===== src/rtl/dds_tuning_pkg.sv =====
// Operation
// - Add the 48-bit tuning step word to the phase accumulator every clock.
// - Accumulator wraps modulo 2^48 and keeps the excess past the wrap.
// - Add the 16-bit phase offset from 0x030D/0x030E to the accumulator output.
// - Offset counts in 1/65536 of an output cycle.
// - Hold the 10-bit converter current code at 0x0213/0x0214 and drive it out.
// - Free-run mode feeds the free-run tuning word from 0x0300 to 0x0305.
// - Closed loop feeds the live loop filter output.
// - Holdover feeds the word derived from recorded closed-loop history.
// - Always clamp the word between 24-bit limits at 0x0307 to 0x030C.
// - A limit N stands for sample rate times N over 2^24.
// - After reset the limits span zero up to the sample rate.
// - Average over a 24-bit millisecond interval at 0x0318, at least 1 ms.
// - Each interval end writes the average into read-only 0x0D14 to 0x0D19.
// - Each average uses only its own interval's samples.
// - Each interval end emits a one-cycle strobe for status and pins.
// - A new reference restarts history, erasing it unless 0x031B bit 3 is set.
// - Writing 0x0A03 bit 2 or the pin request erases the history.
// - With no history, the first value waits a full interval unless K is set; K is loaded whenever history is erased, not at reset.
// - After a clear, K gives K early averages at interval over 2^K upward.
// - K of zero gives no early averages.
// - After the first interval, averages come every full interval.
// - Holdover without history uses free-run word, or last sample if bit 4 set.
package dds_tuning_pkg;

  localparam int unsigned FTW_W = 48;
  localparam int unsigned PHASE_W = 16;
  localparam int unsigned DAC_W = 10;
  localparam int unsigned CLAMP_W = 24;
  localparam int unsigned INTERVAL_W = 24;
  localparam int unsigned K_W = 3;
  localparam int unsigned CNT_W = 40;
  localparam int unsigned SUM_W = FTW_W + CNT_W;
  localparam int unsigned STEP_W = 7;
  localparam int unsigned ADDR_W = 12;
  localparam int unsigned DATA_W = 8;
  localparam int unsigned MS_CNT_W = 32;

  localparam int unsigned FTW_BYTES = 6;
  localparam int unsigned CLAMP_BYTES = 3;
  localparam int unsigned PHASE_BYTES = 2;
  localparam int unsigned INTERVAL_BYTES = 3;

  localparam logic [ADDR_W-1:0] ADDR_DAC_LO = 12'h213;
  localparam logic [ADDR_W-1:0] ADDR_DAC_HI = 12'h214;
  localparam logic [ADDR_W-1:0] ADDR_FREE_RUN = 12'h300;
  localparam logic [ADDR_W-1:0] ADDR_CLAMP_UPPER = 12'h307;
  localparam logic [ADDR_W-1:0] ADDR_CLAMP_LOWER = 12'h30a;
  localparam logic [ADDR_W-1:0] ADDR_PHASE_OFFSET = 12'h30d;
  localparam logic [ADDR_W-1:0] ADDR_INTERVAL = 12'h318;
  localparam logic [ADDR_W-1:0] ADDR_HIST_CTRL = 12'h31b;
  localparam logic [ADDR_W-1:0] ADDR_HIST_CLEAR = 12'ha03;
  localparam logic [ADDR_W-1:0] ADDR_HIST_RESULT = 12'hd14;

  localparam int unsigned CLEAR_HISTORY_BIT = 2;
  localparam int unsigned DAC_HI_BITS = DAC_W - DATA_W;

  localparam logic [FTW_W-1:0] FREE_RUN_RESET = 48'h0000_0000_0000;
  localparam logic [CLAMP_W-1:0] CLAMP_UPPER_RESET = 24'hff_ffff;
  localparam logic [CLAMP_W-1:0] CLAMP_LOWER_RESET = 24'h00_0000;
  localparam logic [CLAMP_W-1:0] CLAMP_FILL_ONES = 24'hff_ffff;
  localparam logic [CLAMP_W-1:0] CLAMP_FILL_ZEROS = 24'h00_0000;
  localparam logic [PHASE_W-1:0] PHASE_RESET = 16'h0000;
  localparam logic [DAC_W-1:0] DAC_RESET = 10'h000;
  localparam logic [INTERVAL_W-1:0] INTERVAL_RESET = 24'h00_0001;
  localparam logic [INTERVAL_W-1:0] INTERVAL_ONE = 24'h00_0001;
  localparam logic [CNT_W-1:0] CNT_ONE = 40'h00_0000_0001;
  localparam logic [DATA_W-1:0] BYTE_ZERO = 8'h00;

  localparam int unsigned MS_TIME_NS = 1_000_000;
  localparam int unsigned CLK_PERIOD_NS = 10;
  localparam int unsigned MS_CYCLES = MS_TIME_NS / CLK_PERIOD_NS;

  typedef enum logic [2:0] {
    MODE_FREE_RUN = 3'b001,
    MODE_CLOSED = 3'b010,
    MODE_HOLDOVER = 3'b100
  } loop_mode_t;

  typedef enum logic [1:0] {
    DIV_IDLE = 2'b01,
    DIV_RUN = 2'b10
  } div_state_t;

  typedef struct packed {
    logic [2:0] unused;
    logic fallback;
    logic persistent;
    logic [K_W-1:0] k;
  } hist_ctrl_t;

  localparam hist_ctrl_t HIST_CTRL_RESET = 8'h00;

  typedef struct packed {
    logic we;
    logic re;
    logic [ADDR_W-1:0] addr;
    logic [DATA_W-1:0] wdata;
  } reg_req_t;

endpackage


===== src/rtl/dds_tuning_word_path.sv =====
`timescale 1ns/1ps
`default_nettype none
module dds_tuning_word_path
  import dds_tuning_pkg::*;
#(
  parameter int unsigned CYCLES_PER_MS = MS_CYCLES
) (
  input wire logic clk_i,
  input wire logic reset_n_i,
  input wire reg_req_t reg_req_i,
  output logic [DATA_W-1:0] reg_rdata_o,
  output logic reg_rvalid_o,
  input wire loop_mode_t loop_mode_i,
  input wire logic [FTW_W-1:0] lf_word_i,
  input wire logic lf_valid_i,
  input wire logic ref_switch_i,
  input wire logic mfp_clear_history_i,
  output logic [PHASE_W-1:0] phase_word_o,
  output logic [FTW_W-1:0] tuning_word_o,
  output logic [DAC_W-1:0] dac_current_code_o,
  output logic history_strobe_o,
  output logic history_valid_o
);

  localparam int DIV_LAT = SUM_W + 1;

  logic [FTW_W-1:0] free_run_q;
  logic [CLAMP_W-1:0] clamp_upper_q;
  logic [CLAMP_W-1:0] clamp_lower_q;
  logic [PHASE_W-1:0] phase_offset_q;
  logic [DAC_W-1:0] dac_q;
  logic [INTERVAL_W-1:0] interval_q;
  hist_ctrl_t hist_ctrl_q;
  logic [DATA_W-1:0] rdata_d;
  logic [DATA_W-1:0] rdata_q;
  logic rvalid_q;
  logic clear_sw;

  logic [FTW_W-1:0] acc_q;
  logic [FTW_W-1:0] selected_word;
  logic [FTW_W-1:0] active_word;
  logic [FTW_W-1:0] upper_word;
  logic [FTW_W-1:0] lower_word;
  logic [FTW_W-1:0] tw_q;
  logic [PHASE_W-1:0] phase_q;
  logic [FTW_W-1:0] last_sample_q;

  logic mfp_sync1_q;
  logic mfp_sync2_q;
  logic mfp_prev_q;
  logic clear_req;
  logic erase;
  logic restart;

  logic [MS_CNT_W-1:0] ms_cnt_q;
  logic ms_tick;
  logic [INTERVAL_W-1:0] elapsed_q;
  logic [INTERVAL_W-1:0] elapsed_next;
  logic first_q;
  logic [K_W-1:0] shift_q;
  logic [SUM_W-1:0] sum_q;
  logic [CNT_W-1:0] cnt_q;
  logic take_sample;
  logic full_end;
  logic inter_end;
  logic div_go;

  div_state_t div_state_q;
  logic [SUM_W-1:0] dvd_q;
  logic [CNT_W-1:0] dsr_q;
  logic [CNT_W:0] rem_q;
  logic [STEP_W-1:0] step_q;
  logic [CNT_W:0] rem_shift;
  logic rem_ge;
  logic [SUM_W-1:0] dvd_next;
  logic [FTW_W-1:0] hist_word_q;
  logic hist_valid_q;
  logic strobe_q;
  logic abort_seen_q;

  // Registers are byte wide; multi-byte fields keep their low byte at the lowest offset.
  always_ff @(posedge clk_i or negedge reset_n_i) begin
    if (!reset_n_i) begin
      free_run_q <= FREE_RUN_RESET;
      clamp_upper_q <= CLAMP_UPPER_RESET;
      clamp_lower_q <= CLAMP_LOWER_RESET;
      phase_offset_q <= PHASE_RESET;
      dac_q <= DAC_RESET;
      interval_q <= INTERVAL_RESET;
      hist_ctrl_q <= HIST_CTRL_RESET;
    end else if (reg_req_i.we) begin
      for (int i = 0; i < FTW_BYTES; i++) begin
        if (reg_req_i.addr == ADDR_FREE_RUN + ADDR_W'(i)) begin
          free_run_q[8*i +: 8] <= reg_req_i.wdata;
        end
      end
      for (int i = 0; i < CLAMP_BYTES; i++) begin
        if (reg_req_i.addr == ADDR_CLAMP_UPPER + ADDR_W'(i)) begin
          clamp_upper_q[8*i +: 8] <= reg_req_i.wdata;
        end else if (reg_req_i.addr == ADDR_CLAMP_LOWER + ADDR_W'(i)) begin
          clamp_lower_q[8*i +: 8] <= reg_req_i.wdata;
        end else if (reg_req_i.addr == ADDR_INTERVAL + ADDR_W'(i)) begin
          interval_q[8*i +: 8] <= reg_req_i.wdata;
        end
      end
      for (int i = 0; i < PHASE_BYTES; i++) begin
        if (reg_req_i.addr == ADDR_PHASE_OFFSET + ADDR_W'(i)) begin
          phase_offset_q[8*i +: 8] <= reg_req_i.wdata;
        end
      end
      if (reg_req_i.addr == ADDR_DAC_LO) begin
        dac_q[DATA_W-1:0] <= reg_req_i.wdata;
      end else if (reg_req_i.addr == ADDR_DAC_HI) begin
        dac_q[DAC_W-1:DATA_W] <= reg_req_i.wdata[DAC_HI_BITS-1:0];
      end else if (reg_req_i.addr == ADDR_HIST_CTRL) begin
        hist_ctrl_q <= reg_req_i.wdata;
      end
    end
  end

  assign clear_sw = reg_req_i.we && (reg_req_i.addr == ADDR_HIST_CLEAR) &&
                    reg_req_i.wdata[CLEAR_HISTORY_BIT];

  // The clear bit is a one-shot command, so it always reads back as zero.
  always_comb begin
    rdata_d = BYTE_ZERO;
    if (reg_req_i.addr == ADDR_DAC_LO) begin
      rdata_d = dac_q[DATA_W-1:0];
    end else if (reg_req_i.addr == ADDR_DAC_HI) begin
      rdata_d = {{(DATA_W-DAC_HI_BITS){1'b0}}, dac_q[DAC_W-1:DATA_W]};
    end else if (reg_req_i.addr == ADDR_HIST_CTRL) begin
      rdata_d = {3'b000, hist_ctrl_q.fallback, hist_ctrl_q.persistent, hist_ctrl_q.k};
    end
    for (int i = 0; i < FTW_BYTES; i++) begin
      if (reg_req_i.addr == ADDR_FREE_RUN + ADDR_W'(i)) begin
        rdata_d = free_run_q[8*i +: 8];
      end else if (reg_req_i.addr == ADDR_HIST_RESULT + ADDR_W'(i)) begin
        rdata_d = hist_word_q[8*i +: 8];
      end
    end
    for (int i = 0; i < CLAMP_BYTES; i++) begin
      if (reg_req_i.addr == ADDR_CLAMP_UPPER + ADDR_W'(i)) begin
        rdata_d = clamp_upper_q[8*i +: 8];
      end else if (reg_req_i.addr == ADDR_CLAMP_LOWER + ADDR_W'(i)) begin
        rdata_d = clamp_lower_q[8*i +: 8];
      end else if (reg_req_i.addr == ADDR_INTERVAL + ADDR_W'(i)) begin
        rdata_d = interval_q[8*i +: 8];
      end
    end
    for (int i = 0; i < PHASE_BYTES; i++) begin
      if (reg_req_i.addr == ADDR_PHASE_OFFSET + ADDR_W'(i)) begin
        rdata_d = phase_offset_q[8*i +: 8];
      end
    end
  end

  always_ff @(posedge clk_i or negedge reset_n_i) begin
    if (!reset_n_i) begin
      rdata_q <= BYTE_ZERO;
      rvalid_q <= 1'b0;
    end else begin
      rvalid_q <= reg_req_i.re;
      if (reg_req_i.re) begin
        rdata_q <= rdata_d;
      end
    end
  end

  always_comb begin
    case (loop_mode_i)
      MODE_FREE_RUN: selected_word = free_run_q;
      MODE_CLOSED: selected_word = lf_word_i;
      MODE_HOLDOVER: begin
        if (hist_valid_q) begin
          selected_word = hist_word_q;
        end else if (hist_ctrl_q.fallback) begin
          selected_word = last_sample_q;
        end else begin
          selected_word = free_run_q;
        end
      end
      default: selected_word = free_run_q;
    endcase
  end

  assign upper_word = {clamp_upper_q, CLAMP_FILL_ONES};
  assign lower_word = {clamp_lower_q, CLAMP_FILL_ZEROS};
  always_comb begin
    if (selected_word > upper_word) begin
      active_word = upper_word;
    end else if (selected_word < lower_word) begin
      active_word = lower_word;
    end else begin
      active_word = selected_word;
    end
  end

  always_ff @(posedge clk_i or negedge reset_n_i) begin
    if (!reset_n_i) begin
      acc_q <= FREE_RUN_RESET;
      phase_q <= PHASE_RESET;
      tw_q <= FREE_RUN_RESET;
    end else begin
      acc_q <= acc_q + active_word;
      phase_q <= acc_q[FTW_W-1 -: PHASE_W] + phase_offset_q;
      tw_q <= active_word;
    end
  end

  // The pin is asynchronous; only its second stage feeds the edge detector.
  always_ff @(posedge clk_i or negedge reset_n_i) begin
    if (!reset_n_i) begin
      mfp_sync1_q <= 1'b0;
      mfp_sync2_q <= 1'b0;
      mfp_prev_q <= 1'b0;
    end else begin
      mfp_sync1_q <= mfp_clear_history_i;
      mfp_sync2_q <= mfp_sync1_q;
      mfp_prev_q <= mfp_sync2_q;
    end
  end

  assign clear_req = clear_sw || (mfp_sync2_q && !mfp_prev_q);
  assign erase = clear_req || (ref_switch_i && !hist_ctrl_q.persistent);
  assign restart = clear_req || ref_switch_i;

  always_ff @(posedge clk_i or negedge reset_n_i) begin
    if (!reset_n_i) begin
      ms_cnt_q <= '0;
    end else if (ms_cnt_q == MS_CNT_W'(CYCLES_PER_MS - 1)) begin
      ms_cnt_q <= '0;
    end else begin
      ms_cnt_q <= ms_cnt_q + MS_CNT_W'(1);
    end
  end
  assign ms_tick = (ms_cnt_q == MS_CNT_W'(CYCLES_PER_MS - 1));

  // zero interval relies on software.
  // A zero interval would end every millisecond tick; the compare stays defined.
  assign elapsed_next = elapsed_q + INTERVAL_ONE;
  assign full_end = ms_tick && (elapsed_next >= interval_q);
  assign inter_end = ms_tick && !full_end && first_q && (shift_q != '0) &&
                     (elapsed_next >= (interval_q >> shift_q));
  assign take_sample = (loop_mode_i == MODE_CLOSED) && lf_valid_i;
  assign div_go = (full_end || inter_end) && !restart && (cnt_q != '0) &&
                  (div_state_q == DIV_IDLE);

  always_ff @(posedge clk_i or negedge reset_n_i) begin
    if (!reset_n_i) begin
      elapsed_q <= '0;
      first_q <= 1'b1;
      shift_q <= '0;
    end else if (restart) begin
      elapsed_q <= '0;
      if (erase) begin
        first_q <= 1'b1;
        shift_q <= hist_ctrl_q.k;
      end
    end else if (full_end) begin
      elapsed_q <= '0;
      first_q <= 1'b0;
    end else if (ms_tick) begin
      elapsed_q <= elapsed_next;
      if (inter_end) begin
        shift_q <= shift_q - K_W'(1);
      end
    end
  end

  // Intermediate averages keep summing; only a full interval end or a restart starts afresh.
  always_ff @(posedge clk_i or negedge reset_n_i) begin
    if (!reset_n_i) begin
      sum_q <= '0;
      cnt_q <= '0;
      last_sample_q <= FREE_RUN_RESET;
    end else begin
      if (take_sample) begin
        last_sample_q <= lf_word_i;
      end
      if (restart || full_end) begin
        sum_q <= take_sample ? SUM_W'(lf_word_i) : '0;
        cnt_q <= take_sample ? CNT_ONE : '0;
      end else if (take_sample) begin
        sum_q <= sum_q + SUM_W'(lf_word_i);
        cnt_q <= cnt_q + CNT_ONE;
      end
    end
  end

  assign rem_shift = {rem_q[CNT_W-1:0], dvd_q[SUM_W-1]};
  assign rem_ge = (rem_shift >= {1'b0, dsr_q});
  assign dvd_next = {dvd_q[SUM_W-2:0], rem_ge};

  always_ff @(posedge clk_i or negedge reset_n_i) begin
    if (!reset_n_i) begin
      div_state_q <= DIV_IDLE;
      dvd_q <= '0;
      dsr_q <= '0;
      rem_q <= '0;
      step_q <= '0;
    end else if (erase) begin
      div_state_q <= DIV_IDLE;
    end else begin
      case (div_state_q)
        DIV_IDLE: begin
          if (div_go) begin
            dvd_q <= sum_q;
            dsr_q <= cnt_q;
            rem_q <= '0;
            step_q <= '0;
            div_state_q <= DIV_RUN;
          end
        end
        DIV_RUN: begin
          dvd_q <= dvd_next;
          rem_q <= rem_ge ? (rem_shift - {1'b0, dsr_q}) : rem_shift;
          step_q <= step_q + STEP_W'(1);
          if (step_q == STEP_W'(SUM_W - 1)) begin
            div_state_q <= DIV_IDLE;
          end
        end
        default: div_state_q <= DIV_IDLE;
      endcase
    end
  end

  // An erase aborts a running divide so a stale mean never lands after the clear.
  always_ff @(posedge clk_i or negedge reset_n_i) begin
    if (!reset_n_i) begin
      hist_word_q <= FREE_RUN_RESET;
      hist_valid_q <= 1'b0;
      strobe_q <= 1'b0;
    end else begin
      strobe_q <= 1'b0;
      if (erase) begin
        hist_valid_q <= 1'b0;
      end else if (div_state_q == DIV_RUN && step_q == STEP_W'(SUM_W - 1)) begin
        hist_word_q <= dvd_next[FTW_W-1:0];
        hist_valid_q <= 1'b1;
        strobe_q <= 1'b1;
      end
    end
  end

  always_ff @(posedge clk_i or negedge reset_n_i) begin
    if (!reset_n_i) begin
      abort_seen_q <= 1'b0;
    end else if (div_go) begin
      abort_seen_q <= 1'b0;
    end else if (erase) begin
      abort_seen_q <= 1'b1;
    end
  end

  assign reg_rdata_o = rdata_q;
  assign reg_rvalid_o = rvalid_q;
  assign phase_word_o = phase_q;
  assign tuning_word_o = tw_q;
  assign dac_current_code_o = dac_q;
  assign history_strobe_o = strobe_q;
  assign history_valid_o = hist_valid_q;
endmodule
`default_nettype wire


===== config.mk =====
export PLATFORM = sky130hd
export DESIGN_NAME = dds_tuning_word_path
export DESIGN_NICKNAME = d
export VERILOG_FILES = /design/src/rtl/dds_tuning_pkg.sv /design/src/rtl/dds_tuning_word_path.sv
export SDC_FILE = /design/constraint.sdc
export NUM_CORES = 2
export LEC_CHECK = 0
export BUFFER_PORTS_ARGS = -buffer_cell sky130_fd_sc_hd__buf_2
export CORE_ASPECT_RATIO = 1.4
export CORE_MARGIN = 3
export CORE_UTILIZATION = 60
export DETAILED_ROUTE_END_ITERATION = 7
export PLACE_DENSITY = 0.81
export SYNTH_ARGS = -nofsm -noshare
export SYNTH_HDL_FRONTEND = slang
export SYNTH_SLANG_ARGS = --single-unit

===== constraint.sdc =====
create_clock -name clk_i -period 8 [get_ports clk_i]
set_clock_uncertainty 0.05 [all_clocks]
set_input_delay 0.4 -clock clk_i [delete_from_list [all_inputs] [get_ports clk_i]]
set_output_delay 0.4 -clock clk_i [all_outputs]
set_load 0.1 [all_outputs]

* Yosys cells after proc, flatten, opt, wreduce, memory -nomap -nowiden *
Index checks and enable logic that the tools add are counted.
Widths: inputs -> output; s select.

storage, ports and cells
  bits in registers = 738
  output and inout bits = 85

operators by class
  $add $sub $neg = 9
  $lt $le $gt $ge = 5
  eq/ne operators = 38
  shifts and indexed selects = 1
  mux-type cells = 64
  bitwise operators = 9
  reduce and logical (&&, ||, !) cells = 58

operators with widths
  kind                   count
  $mux 88                3
  $eq 12x10->1 const B   20
  $mux 48                5
  $mux 8                 24
  $pmux 88 s2            1
  $mux 40                4
  $pmux 48 s2            1
  $add 88x48->88         1
  $eq 12x12->1 const B   7
  $pmux 40 s2            1
  $mux 24                3
  $add 48x48->48         1
  $ge 24x24->1           2
  $gt 48x48->1           1
  $lt 48x48->1           1
  $ge 41x40->1           1
  $add 40x1->40 const B  1
  $reduce_bool 40->1     1
  $sub 40x40->40         1
  $add 32x1->32 const B  1
  $eq 32x17->1 const B   1
  $mux 32                1
  $reduce_and 2->1       15
  $add 24x1->24 const B  1
  26 further kinds       86

* Depth between registers and ports, before layout *
  word-level depth = 27
  gate-level depth with buffers = 33
  depth with buffers taken out = 27

* Worst setup path before layout *
OpenSTA, ideal clock, no wires.

  path type = register to register
  from = register hist_valid_q, in the netlist history_valid_o
  to = register acc_q[38]
  setup time = 0.131 ns
  arrival time = 7.111 ns
  data required time = 7.819 ns
  path slack = 0.708 ns
  cell stages (with the launch flop) = 28
  path buffers = 7
  period minus slack after synthesis = 7.292 ns
  cell sequence = dfrtp_1 -> buf_2 -> clkbuf_1 -> buf_1 -> clkbuf_1 -> nor2_1 -> a21oi_1 -> a21oi_1 -> o22a_1 -> ha_1 -> a2111oi_0 -> o21ai_0 -> a221oi_1 -> o41a_1 -> clkbuf_1 -> buf_2 -> clkbuf_1 -> o21bai_1 -> ha_1 -> a2111o_1 -> or3_1 -> o2111ai_1 -> a211oi_1 -> nor3_1 -> nor3_1 -> a311oi_1 -> o21ai_0 -> xor2_1

on the way
  cells in the longest elaborated chain, start to end = 6
  elaborated cells on any way between the ends = 7

ends and longest elaborated chain
  element                 line                         source
  from (decl)             dds_tuning_word_path.sv:77   logic hist_valid_q;
  from (signal assigned)  dds_tuning_word_path.sv:331  hist_valid_q <= 1'b0;
  from (signal assigned)  dds_tuning_word_path.sv:336  hist_valid_q <= 1'b0;
  from (signal assigned)  dds_tuning_word_path.sv:339  hist_valid_q <= 1'b1;
  $mux 48 *               dds_tuning_word_path.sv:174  if (hist_valid_q) begin
  $pmux 48 s2 *           dds_tuning_word_path.sv:170  case (loop_mode_i)
  $lt 48x48->1            dds_tuning_word_path.sv:191  end else if (selected_word < lower_word) begin
  $mux 48                 dds_tuning_word_path.sv:191
  $mux 48 *               dds_tuning_word_path.sv:189  if (selected_word > upper_word) begin
  via active_word[9]      dds_tuning_word_path.sv:41   logic [FTW_W-1:0] active_word;
  $add 48x48->48 *        dds_tuning_word_path.sv:204  acc_q <= acc_q + active_word;
  to (signal assigned)    dds_tuning_word_path.sv:204
  to (decl)               dds_tuning_word_path.sv:39   logic [FTW_W-1:0] acc_q;

Mark *: on every way through the listed nets, which the timed path passes. The rest lies on a longest branch.
A chain may end at the register's enable or synchronous reset.

* Worst setup path in the final report *
Ends and elaborated chain as after synthesis.

==> summary.md <==
| Metric | Value |
|---|---|
| Status | `finished with violations` |
| Worst-path clk slew | `0.06 ns` |
| Endpoints failing setup | `0` |
| Routed via count | `38.3k` |
| Share of cells above drive strength 1 | `13.1%` |
| Synthesized cell area | `44800 um2` |
| Area leader, netlist | `dfrtp_1` |
| Row count | `117` |
| Routed Antenna Nets | `0` |
| Most numerous cell in the Yosys netlist | `dfrtp_1` |
| Yosys cell types | `94` |
| Postcts setup bufs | `0` |
| MaxCap Viol Count | `0` |
| Synthesized area per cell | `9.36 um2` |
| Die Y | `329 um` |
| Largest net degree at the start of global routing | `169` |
| Min Tclk post-route | `7.33 ns` |
| Failing checks | `DRC` |
| Crit-path max FO | `45` |
| Clock latency on the worst-skew pair | `0.66 ns` |
| Final Max Tran Viols | `0` |
| Crit path max-delay family | `compound AO/OA/AOI/OAI gates` |
| Vias in the first global route | `37.7k` |
| RD Place Congestion | `0.981` |
| Final #Nets | `5220` |
| Yosys warning total | `0` |
| Top-level I/O count | `163` |
| RSZ-0062 raised after global routing | `no` |
| Reg area | `18500 um2` |
| Share of power burned in registers | `37.6%` |
| Area occupied by multi-input gates | `24800 um2` |
| TritonRoute pass-1 iters | `8` |
| Post-layout util | `67.6%` |
| CP Buf/Inv Count | `2` |
| WP depth | `25` |
| Final period utilization | `91.7%` |
| CP endpoint kind | `flop` |
| Flop and latch count out of synthesis | `738` |
| Post-synth EDFFs | `0` |
| First-pass GRT wire length | `214000 um` |
| Initial antenna violation count | `5` |
| Max frequency | `0.136 GHz` |
| Slew headroom | `18.1%` |
| CTS Buffer Depth | `3` |
| Worst r2r path cells | `25` |
| Crit Path Class | `flop to flop` |
| Final hold violation count | `0` |
| Clock power frac | `35.4%` |
| Register area share after synthesis | `41.3%` |
| Net Sw Frac | `34.1%` |
| VDD IR-drop max | `0.212 mV` |
| CTS buffer count | `77` |
| Syn nets | `5116` |
| DP HPWL | `102000 um` |
| Max H-tree Level | `3` |
| Final WL | `138000 um` |
| Die width | `237 um` |
| Avg WL per Cell | `23.4 um` |
| Int Pwr | `0.00733 W` |
| Layout area overhead | `10.8%` |
| Core box area | `73300 um2` |
| Worst path max stage delay | `0.88 ns` |
| Fill cell count | `5762` |
| Overall Power | `0.0111 W` |
| Post-cts gate resize count | `0` |
| Worst Setup Start Kind | `flop` |
| Top post-synthesis cells by area | `dfrtp_1, ha_1, nand2_1, mux2_2, mux2i_1` |
| Mapped Cells | `4780` |
| Grt total ovfl | `0` |
| Switch Pwr | `0.00379 W` |
| CTS sink count | `738` |
| Initial Utilization | `61.0%` |
| # DRC | `8` |
| Buffers added on ports | `162` |
| Req. time, crit path | `8.48 ns` |
| Post-DR vias/cell | `6.49` |
| DP Area | `46400 um2` |
| DR iter-0 viols | `3567` |
| Least-Margin Pin Slew | `1.22 ns` |
| Total negative setup slack | `0 ns` |
| Synth top cells by count | `dfrtp_1, nand2_1, o21ai_0` |
| Critical path's slowest cell | `dfrtp_2` |
| Hold Path Class | `primary input to flop` |
| CTS tree | `yes` |
| WP data arrival | `7.81 ns` |
| Share of the synthesized area in the top cell type | `39.8%` |
| Pwr dens | `224 nW/um2` |
| Fin area | `49600 um2` |
| Hold Path Stages | `3` |
| Leak | `23.3 nW` |
| Root Buffer | `clkbuf_16` |
| Comb power frac | `27.0%` |
| Overall Global Routing Usage | `34.9%` |
| Post-synth top flop | `dfrtp_1` |
| Share of synthesized flip-flops with an asynchronous set or reset | `100%` |
| Die ar. | `77900 um2` |
## worst min-delay path, stage by stage
cell and delay [ns]:
buf_2 0.16, nand2_1 0.07, nand2_1 0.04
## cells by family (layout without fill, tap and decap cells)
group	count (synthesis)	after routing	synth area share, %
simple gates	1465	1465	15.1
xor+xnor	231	231	4.52
other cells	0	4	0
buf+inv	416	583	3.59
fa+ha+maj	258	258	7.28
flops	738	738	41.3
compound gates	1242	1242	17.7
mux	430	430	10.5
## cells in the final DEF (no fill, tap or decap), drive strengths merged, types with 36 or more instances in the layout
cell type    synthesis  routed
a211oi              42      42
a21o                98      98
a21oi              275     275
a22oi               36      36
and3                60      60
buf                 52     217
clkbuf             179     101
dfrtp              711     711
dlygate4sd3          0      39
ha                 254     254
inv                184     188
mux2               199     199
mux2i              221     221
nand2              628     628
nand3              130     130
nand4               55      55
nor2               291     291
nor3                82      82
nor4                38      38
o21ai              415     415
o22a                56      56
xnor2              133     133
xor2                98      98
## through the flow
step           hold slack, ns  worst slack, ns  std cells
2_1_floorplan          0.0544            0.708       4780
3_3_place_gp            0.312             1.01       5718
3_5_place_dp            0.319            0.904       5718
4_1_cts              0.000267            0.860       5899
5_1_grt               0.00841            0.310       5901
6_report               0.0176            0.667       5903
## what timing repair did
action,4_1_cts,5_1_grt
endpoints found under the hold margin,130,0
hold buffers,39,0
endpoints found under the setup margin,0,0
## flip-flops by register name (all words and copies together), names as in the netlist, 10 cells and up
register / count
phase_offset_q: 16
tuning_word_o: 48
hist_word_q: 48
dvd_q: 88
acc_q: 48
interval_q: 24
sum_q: 88
free_run_q: 48
dac_current_code_o: 10
elapsed_q: 24
cnt_q: 40
clamp_upper_q: 24
rem_q: 40
last_sample_q: 48
phase_word_o: 16
clamp_lower_q: 24
dsr_q: 40
ms_cnt_q: 32
## area by class of cell
type	count	share of cell area, %
diodes	4	0.0202
clock buffers	101	4.42
clock inverters	41	1.15
inverters	185	1.40
multi-input cells	3626	49.9
flip-flops and latches	738	37.3
well taps	952	2.40
repair buffers	256	3.38
## per-layer routing
metal,track usage (%),vias up,part of all wire [%]
met5,0.495,-,0.017
met4,22.9,4,7.6
met3,6.14,518,7.6
met2,57.1,1667,47
met1,42.5,18700,38
li1,-,17400,-
## power groups by stage
stage               clock [W]  sequential (W)  combinational (W)
finish                0.00393         0.00418            0.00300
global route          0.00410         0.00420            0.00325
CTS                   0.00396         0.00418            0.00298
detailed placement          0         0.00425            0.00294
global placement            0         0.00424            0.00290
floorplan                   0         0.00482            0.00164
## worst paths after layout
check / startpoint / to / slack (ns)
max: history_valid_o$_DFFE_PN0P_ / acc_q[38]$_DFF_PN0_ / 0.67
min: lf_word_i[35] / last_sample_q[35]$_DFFE_PN0P_ / 0.02
max reg2reg: history_valid_o$_DFFE_PN0P_ / acc_q[38]$_DFF_PN0_ / 0.67
min reg2reg: mfp_sync2_q$_DFF_PN0_ / mfp_prev_q$_DFF_PN0_ / 0.34
max in group asynchronous: reset_n_i / dvd_q[79]$_DFFE_PN0P_ / 5.73
min in group asynchronous: reset_n_i / rem_q[37]$_DFFE_PN0P_ / 0.29
Note: power is estimated with default switching activity, not from simulation.
